$ cat config.mk
export PLATFORM = sky130hd
export DESIGN_NAME = srw_supervisor
export DESIGN_NICKNAME = d
export VERILOG_FILES = /design/src/verilog/srw_pkg.sv /design/src/verilog/srw_tick_if.sv /design/src/verilog/srw_supervisor.sv /design/src/verilog/srw_tick_gen.sv
export SDC_FILE = /design/constraint.sdc
export NUM_CORES = 1
export LEC_CHECK = 0
export ABC_CLOCK_PERIOD_IN_PS = 7400
export BUFFER_PORTS_ARGS = -buffer_cell sky130_fd_sc_hd__buf_2
export CORE_MARGIN = 4
export CORE_UTILIZATION = 60
export DETAILED_ROUTE_END_ITERATION = 10
export PLACE_DENSITY = 0.77
export REMOVE_ABC_BUFFERS = 1
export SLEW_MARGIN = 20
export SYNTH_ARGS = -nofsm -noshare
export SYNTH_HDL_FRONTEND = slang
export SYNTH_HIERARCHICAL = 1
export SYNTH_SLANG_ARGS = --single-unit
$ cat constraint.sdc
create_clock -name mclk_i -period 7.4 [get_ports mclk_i]
set_clock_uncertainty 0.1 [all_clocks]
set_input_delay 1.48 -clock mclk_i [delete_from_list [all_inputs] [get_ports mclk_i]]
set_output_delay 1.48 -clock mclk_i [all_outputs]
set_load 0.1 [all_outputs]
$ cat src/verilog/srw_pkg.sv
// constants shared by the supply reset and watchdog supervisor
package srw_pkg;
	// ------------------------------------------------------------
	// clock and time base
	// ------------------------------------------------------------
	localparam int unsigned CLK_HZ = 100000000;
	localparam int unsigned TICK_HZ = 1000;
	localparam int unsigned TICK_DIV = CLK_HZ / TICK_HZ;
	// ------------------------------------------------------------
	// timing, in milliseconds, and derived tick counts
	// ------------------------------------------------------------
	localparam int unsigned RESET_PULSE_MS = 200;
	localparam int unsigned RESET_MIN_MS = 140;
	localparam int unsigned WDOG_TIMEOUT_MS = 1600;
	localparam int unsigned RESET_TICKS = RESET_PULSE_MS * TICK_HZ / 1000;
	localparam int unsigned RESET_MIN_TICKS = RESET_MIN_MS * TICK_HZ / 1000;
	localparam int unsigned WDOG_TICKS = WDOG_TIMEOUT_MS * TICK_HZ / 1000;
	localparam int unsigned CNT_W = 16;
	// ------------------------------------------------------------
	// reset values
	// ------------------------------------------------------------
	localparam logic RESET_ACTIVE_RST = 1'b1;
	localparam logic WDOG_EXPIRED_RST = 1'b0;
	typedef enum logic [1:0] {
		SRW_HOLD,
		SRW_STRETCH,
		SRW_RUN
	} srw_state_type;
endpackage

$ cat src/verilog/srw_tick_if.sv
// interface carrying the millisecond tick between supervisor modules
interface srw_tick_if;
	logic tick;
	modport source (output tick);
	modport sink (input tick);
endinterface

$ cat src/verilog/srw_supervisor.sv
// supply reset generator with independent watchdog
module srw_supervisor #(
	parameter int unsigned TICK_DIV = srw_pkg::TICK_DIV,
	parameter int unsigned RESET_TICKS = srw_pkg::RESET_TICKS,
	parameter int unsigned WDOG_TICKS = srw_pkg::WDOG_TICKS
) (
	input wire logic mclk_i,
	input wire logic reset_n_i,
	input wire logic supply_good_i,
	input wire logic manual_reset_n_i,
	input wire logic watchdog_kick_in_i,
	input wire logic watchdog_kick_undriven_i,
	output logic reset_o,
	output logic reset_n_o,
	output logic watchdog_expired_n_o,
	output logic watchdog_expired_n_oe_n_o
);
	// ------------------------------------------------------------
	// time base
	// ------------------------------------------------------------
	srw_tick_if tick_bus ();
	srw_tick_gen #(
		.DIV(TICK_DIV)
	) u_tick (
		.mclk_i(mclk_i),
		.reset_n_i(reset_n_i),
		.tick_o(tick_bus)
	);
	wire logic tick = tick_bus.tick;
	// ------------------------------------------------------------
	// reset pulse state machine
	// ------------------------------------------------------------
	srw_pkg::srw_state_type state;
	srw_pkg::srw_state_type next_state;
	logic [srw_pkg::CNT_W-1:0] rst_cnt;
	logic [srw_pkg::CNT_W-1:0] next_rst_cnt;
	logic rst_active;
	logic next_rst_active;
	logic hold_cond;
	// supply and manual reset are sampled as synchronous levels
	assign hold_cond = !supply_good_i || !manual_reset_n_i;
	always_comb begin
		next_state = state;
		next_rst_cnt = rst_cnt;
		next_rst_active = rst_active;
		case (state)
			srw_pkg::SRW_HOLD: begin
				next_rst_active = 1'b1;
				next_rst_cnt = '0;
				if (!hold_cond)
					next_state = srw_pkg::SRW_STRETCH;
			end
			srw_pkg::SRW_STRETCH: begin
				next_rst_active = 1'b1;
				if (hold_cond) begin
					next_state = srw_pkg::SRW_HOLD;
					next_rst_cnt = '0;
				end else if (tick) begin
					if (rst_cnt == srw_pkg::CNT_W'(RESET_TICKS - 1)) begin
						next_state = srw_pkg::SRW_RUN;
						next_rst_active = 1'b0;
					end else
						next_rst_cnt = rst_cnt + 16'h0001;
				end
			end
			srw_pkg::SRW_RUN: begin
				if (hold_cond) begin
					next_state = srw_pkg::SRW_HOLD;
					next_rst_active = 1'b1;
				end
			end
			default: begin
				next_state = srw_pkg::SRW_HOLD;
				next_rst_active = 1'b1;
				next_rst_cnt = '0;
			end
		endcase
	end
	always_ff @(posedge mclk_i or negedge reset_n_i) begin
		if (!reset_n_i) begin
			state <= srw_pkg::SRW_HOLD;
			rst_cnt <= '0;
			rst_active <= srw_pkg::RESET_ACTIVE_RST;
		end else begin
			state <= next_state;
			rst_cnt <= next_rst_cnt;
			rst_active <= next_rst_active;
		end
	end
	// supply loss shows at once, without waiting for a clock edge
	assign reset_o = rst_active || !supply_good_i;
	assign reset_n_o = !reset_o;
	// ------------------------------------------------------------
	// watchdog
	// ------------------------------------------------------------
	logic kick_prev;
	logic next_kick_prev;
	logic [srw_pkg::CNT_W-1:0] wd_cnt;
	logic [srw_pkg::CNT_W-1:0] next_wd_cnt;
	logic wd_expired;
	logic next_wd_expired;
	logic wd_clear;
	assign wd_clear = reset_o || watchdog_kick_undriven_i
		|| (watchdog_kick_in_i != kick_prev);
	always_comb begin
		next_kick_prev = watchdog_kick_in_i;
		next_wd_cnt = wd_cnt;
		next_wd_expired = wd_expired;
		if (wd_clear) begin
			next_wd_cnt = '0;
			next_wd_expired = 1'b0;
		end else if (tick && !wd_expired) begin
			if (wd_cnt == srw_pkg::CNT_W'(WDOG_TICKS - 1))
				next_wd_expired = 1'b1;
			else
				next_wd_cnt = wd_cnt + 16'h0001;
		end
	end
	always_ff @(posedge mclk_i or negedge reset_n_i) begin
		if (!reset_n_i) begin
			kick_prev <= 1'b0;
			wd_cnt <= '0;
			wd_expired <= srw_pkg::WDOG_EXPIRED_RST;
		end else begin
			kick_prev <= next_kick_prev;
			wd_cnt <= next_wd_cnt;
			wd_expired <= next_wd_expired;
		end
	end
	// open-drain style: driven low when expired or supply low
	assign watchdog_expired_n_o = 1'b0;
	assign watchdog_expired_n_oe_n_o = !(wd_expired || !supply_good_i);
	// ------------------------------------------------------------
	// reset pulse width monitor
	// ------------------------------------------------------------
	localparam int unsigned MIN_PULSE_TICKS =
		RESET_TICKS * srw_pkg::RESET_MIN_TICKS / srw_pkg::RESET_TICKS;
	logic [srw_pkg::CNT_W-1:0] pulse_ticks;
	logic [srw_pkg::CNT_W-1:0] next_pulse_ticks;
	// saturates so a long hold cannot wrap back below the minimum
	always_comb begin
		next_pulse_ticks = pulse_ticks;
		if (!reset_o)
			next_pulse_ticks = '0;
		else if (tick && pulse_ticks != '1)
			next_pulse_ticks = pulse_ticks + 16'h0001;
	end
	always_ff @(posedge mclk_i or negedge reset_n_i) begin
		if (!reset_n_i)
			pulse_ticks <= '0;
		else
			pulse_ticks <= next_pulse_ticks;
	end
	// ------------------------------------------------------------
	// checks
	// ------------------------------------------------------------
	chk_supply_low_reset: assert property (@(posedge mclk_i)
		disable iff (!reset_n_i) !supply_good_i |-> reset_o)
		else $error("reset not asserted with supply low");
	chk_reset_complement: assert property (@(posedge mclk_i)
		disable iff (!reset_n_i) reset_o != reset_n_o)
		else $error("reset outputs not complementary");
	chk_supply_low_wdo: assert property (@(posedge mclk_i)
		disable iff (!reset_n_i)
		!supply_good_i |-> !watchdog_expired_n_oe_n_o)
		else $error("expiry not forced low with supply low");
	chk_release_held: assert property (@(posedge mclk_i)
		disable iff (!reset_n_i)
		$fell(hold_cond) |=> reset_o [*8])
		else $error("reset released too soon after supply good");
	chk_run_hold: assert property (@(posedge mclk_i)
		disable iff (!reset_n_i)
		(state == srw_pkg::SRW_RUN) && hold_cond
		|=> state == srw_pkg::SRW_HOLD)
		else $error("hold not entered on supply loss");
	chk_brownout_restart: assert property (@(posedge mclk_i)
		disable iff (!reset_n_i)
		(state == srw_pkg::SRW_STRETCH) && hold_cond |=> rst_cnt == '0)
		else $error("pulse timing not restarted");
	chk_min_pulse: assert property (@(posedge mclk_i)
		disable iff (!reset_n_i)
		$fell(rst_active) |-> rst_cnt == srw_pkg::CNT_W'(RESET_TICKS - 1))
		else $error("reset pulse shorter than full count");
	chk_manual_reset: assert property (@(posedge mclk_i)
		disable iff (!reset_n_i)
		!manual_reset_n_i |=> rst_active)
		else $error("manual reset did not assert reset");
	chk_wd_cleared: assert property (@(posedge mclk_i)
		disable iff (!reset_n_i)
		wd_clear |=> wd_cnt == '0 && !wd_expired)
		else $error("watchdog not cleared");
	chk_wd_sticky: assert property (@(posedge mclk_i)
		disable iff (!reset_n_i)
		wd_expired && !wd_clear |=> wd_expired)
		else $error("expiry released without clear");
	chk_wd_expire: assert property (@(posedge mclk_i)
		disable iff (!reset_n_i)
		$rose(wd_expired)
		|-> $past(wd_cnt) == srw_pkg::CNT_W'(WDOG_TICKS - 1))
		else $error("watchdog expired at wrong count");
	chk_pulse_width: assert property (@(posedge mclk_i)
		disable iff (!reset_n_i)
		$fell(reset_o) |-> pulse_ticks >= srw_pkg::CNT_W'(MIN_PULSE_TICKS))
		else $error("reset pulse shorter than minimum width");
	chk_kick_edge_clear: assert property (@(posedge mclk_i)
		disable iff (!reset_n_i)
		(watchdog_kick_in_i != kick_prev) |=> wd_cnt == '0)
		else $error("kick edge did not clear watchdog");
	chk_wd_restart: assert property (@(posedge mclk_i)
		disable iff (!reset_n_i)
		$fell(wd_clear) |-> wd_cnt == '0 && !wd_expired)
		else $error("watchdog did not restart from zero");
endmodule // srw_supervisor

$ cat src/verilog/srw_tick_gen.sv
// divider producing a one-cycle tick enable
module srw_tick_gen #(
	parameter int unsigned DIV = srw_pkg::TICK_DIV
) (
	input wire logic mclk_i,
	input wire logic reset_n_i,
	srw_tick_if.source tick_o
);
	logic [31:0] count;
	logic [31:0] next_count;
	always_comb begin
		if (count == DIV - 1)
			next_count = '0;
		else
			next_count = count + 32'h00000001;
	end
	always_ff @(posedge mclk_i or negedge reset_n_i) begin
		if (!reset_n_i)
			count <= '0;
		else
			count <= next_count;
	end
	assign tick_o.tick = (count == DIV - 1);
endmodule // srw_tick_gen

==> run metrics <==
crit start category=input port; Synth Instances=361; setup tns final=0 ns; Mapped Avg Cell Area=just under 10 sq um; Row Count=27; M1 GR Usage=28.2%; maximum fanout along the worst path=5; wire per inst=15.5 um; synth top area cells=dfrtp_1 (48%), xnor2_1 (6.6%), nand3_1 (4.4%); unrepaired setup endpoints after global routing=false; initial DRC count=between 150 and 200; first-pass GRT wire length=12500 um; Static Leak=around 1.5 nW; DR vias=2723; mapped cell area=roughly 3600 sq um; CP Class=in -> out; CTS Hold Bufs=0; Ys Warns=6; met2 Usage GRT=33.4%; Hold WC Path Type=reg -> reg; Clock Path Buffers=2; worst skew pair latency=around 0.34 ns; DP Worst Slack=3.66 ns; Die H=85.0 um; core area=5640 sq um; CP delay by family, top=buffers and inverters; peak supply drop=roughly 0.15 mV; Slew Limit Fails=0; post-CTS setup buffers=0; Post-synth EDFFs=0; Final setup viols=0; PostCTS Resize Cnt=0; Worst-path clk slew=roughly 0.07 ns; nets=roughly 380; DP HPWL=4620 um; Synth-to-Final Area Change=7.28%; Setup crit end kind=primary output; Final Cycle Share=50.4%; max cap viols=0; status=completed; Via density=6.12; CP max-delay cell=buf_2; largest net degree at the start of global routing=70; total power draw=between 600 and 700 uW; Power Dens Cells=about 170 nW/um^2; number of diodes=0; FF+latch count, synth=69; I/O Pins=10; slew at the pin closest to its max-slew limit=0.840 ns; Final ANT Viol Nets=0; Synth area leader=dfrtp_1; sequential share of the synthesized area=roughly half; final core utilization=about two thirds; worst path bufs/invs=2; Root Buffer=clkbuf_8; number of port buffers=8; Arr. time, crit path=2.15 ns; Die Area=7230 sq um; DRC Markers=0; GR Util met3=6.21%; post-route setup slack=3.67 ns; GPL Wtd Cong=0.885; most common cell in the netlist=dfrtp_1; min Tclk post-route=3.73 ns; area share of the largest cell type after synthesis=47.8%; Synth Flop Type=dfrtp_1; Fill cells=around 430; fmax=between 0.2 and 0.3 GHz; critical path cell sequence=buf_2, nor2b_1, buf_2; asr flop ratio synth=100%; Unique masters post-synth=52; Hold Fails Final Rpt=0; hold slack=around 0.38 ns; die width=85.0 um; antenna violations before repair=0; synth cell count leaders=dfrtp_1 (68), nand3_1 (31), nor2_1 (31); Tot GR Track Use=21.2%; Sink Count=69; H-tree levels=3; Pre-antenna DRT Iters=4; remaining global-route overflow=0; grt peak-use layer=met2; CTS tree=built; TritonCTS Buffers=9; Slew headroom=43.5%; vias in the first global route=2751; layout cells sized above 1=11.5%; Req. time, crit path=5.82 ns; Worst path most repeated cell=buf_2; starting density of the core=63.1%; crit-path max cell delay=0.43 ns; routed wire length=6890 um
## metrics by stage
stage               instances  area (sq um)
floorplan                 348          3500
global placement          430          3640
detailed placement        430          3640
CTS                       445          3820
global route              445          3820
finish                    445          3820
## final timing paths
kind                                            startpoint                    endpoint  slack [ns]  depth (start not counted)
worst min register to register  u_tick/count[31]$_DFF_PN0_  u_tick/count[31]$_DFF_PN0_        0.38                          1
worst max register to register   u_tick/count[0]$_DFF_PN0_      wd_cnt[14]$_DFFE_PN0P_        4.20                         10
min in group asynchronous                        reset_n_i       wd_cnt[1]$_DFFE_PN0P_        1.22                          2
max in group asynchronous                        reset_n_i   u_tick/count[6]$_DFF_PN0_        5.43                          2
worst min-delay path            u_tick/count[31]$_DFF_PN0_  u_tick/count[31]$_DFF_PN0_        0.38                          1
worst max-delay path                         supply_good_i   watchdog_expired_n_oe_n_o        3.67                          3
## state kept, by name, summed over array words and instances (netlist names)
signal / count
u_tick/count: 32
wd_cnt: 16
wd_expired: 1
rst_cnt: 16
state: 2
rst_active: 1
kick_prev: 1
## placed cells by master (no fill, tap or decap), drive strengths merged, types with 5 or more instances in the layout
cell    Yosys  routed
clkbuf     11      10
buf         2      10
inv        10      11
a21oi      18      18
a31oi       7       7
nand3      31      31
xor2       11      11
nand4      23      23
nor4       13      13
nor3       12      12
nor2       31      31
o31ai       5       5
nand2      21      21
xnor2      27      27
dfrtp      68      68
and4        7       7
o21ai      13      13
## layout make-up
class | count | area [sq um] | share of cell area (%)
sequential | 69 | 1730 | 45.2
clock buffer | 10 | 138 | 3.60
inverter | 10 | 37.5 | 0.983
multi-input combinational | 269 | 1730 | 45.4
clock inverter | 5 | 36.3 | 0.950
timing repair buffer | 10 | 55.1 | 1.44
tap | 72 | 90.1 | 2.36
## routing by layer
layer | share of wire, % | wire (um)
met2 | 47 | 3240
met5 | 0 | 0
met3 | 4.5 | 309
met4 | 1.3 | 88
met1 | 47 | 3250
## logic make-up after synthesis
family,share of synthesized area (%)
other,0.105
and+or+nand+nor,28.6
xor gates and xnor gates,9.35
AOI/OAI and AO/OA,9.24
muxes,0.316
buffers and inverters,2.74
adders and majority gates,1.05
DFF,48.5
## worst register-to-register path, stage by stage (launching register included)
cell and delay (ns):
dfrtp_1 0.39, ha_1 0.24, and4_1 0.30, nand3_1 0.17
nor3_2 0.20, buf_4 0.27, nand3b_1 0.17, nor4_1 0.75
nand4_1 0.20, xor2_1 0.21, nor2_1 0.06
## power breakdown
group / switching (mW) / total (mW) / internal (mW)
Combinational: 0.0141 / 0.0171 / 0.00303
Sequential: 0.000449 / 0.378 / 0.377
Clock: 0.144 / 0.273 / 0.129
Total: 0.158 / 0.668 / 0.510
(Power assumes the default switching activity.)
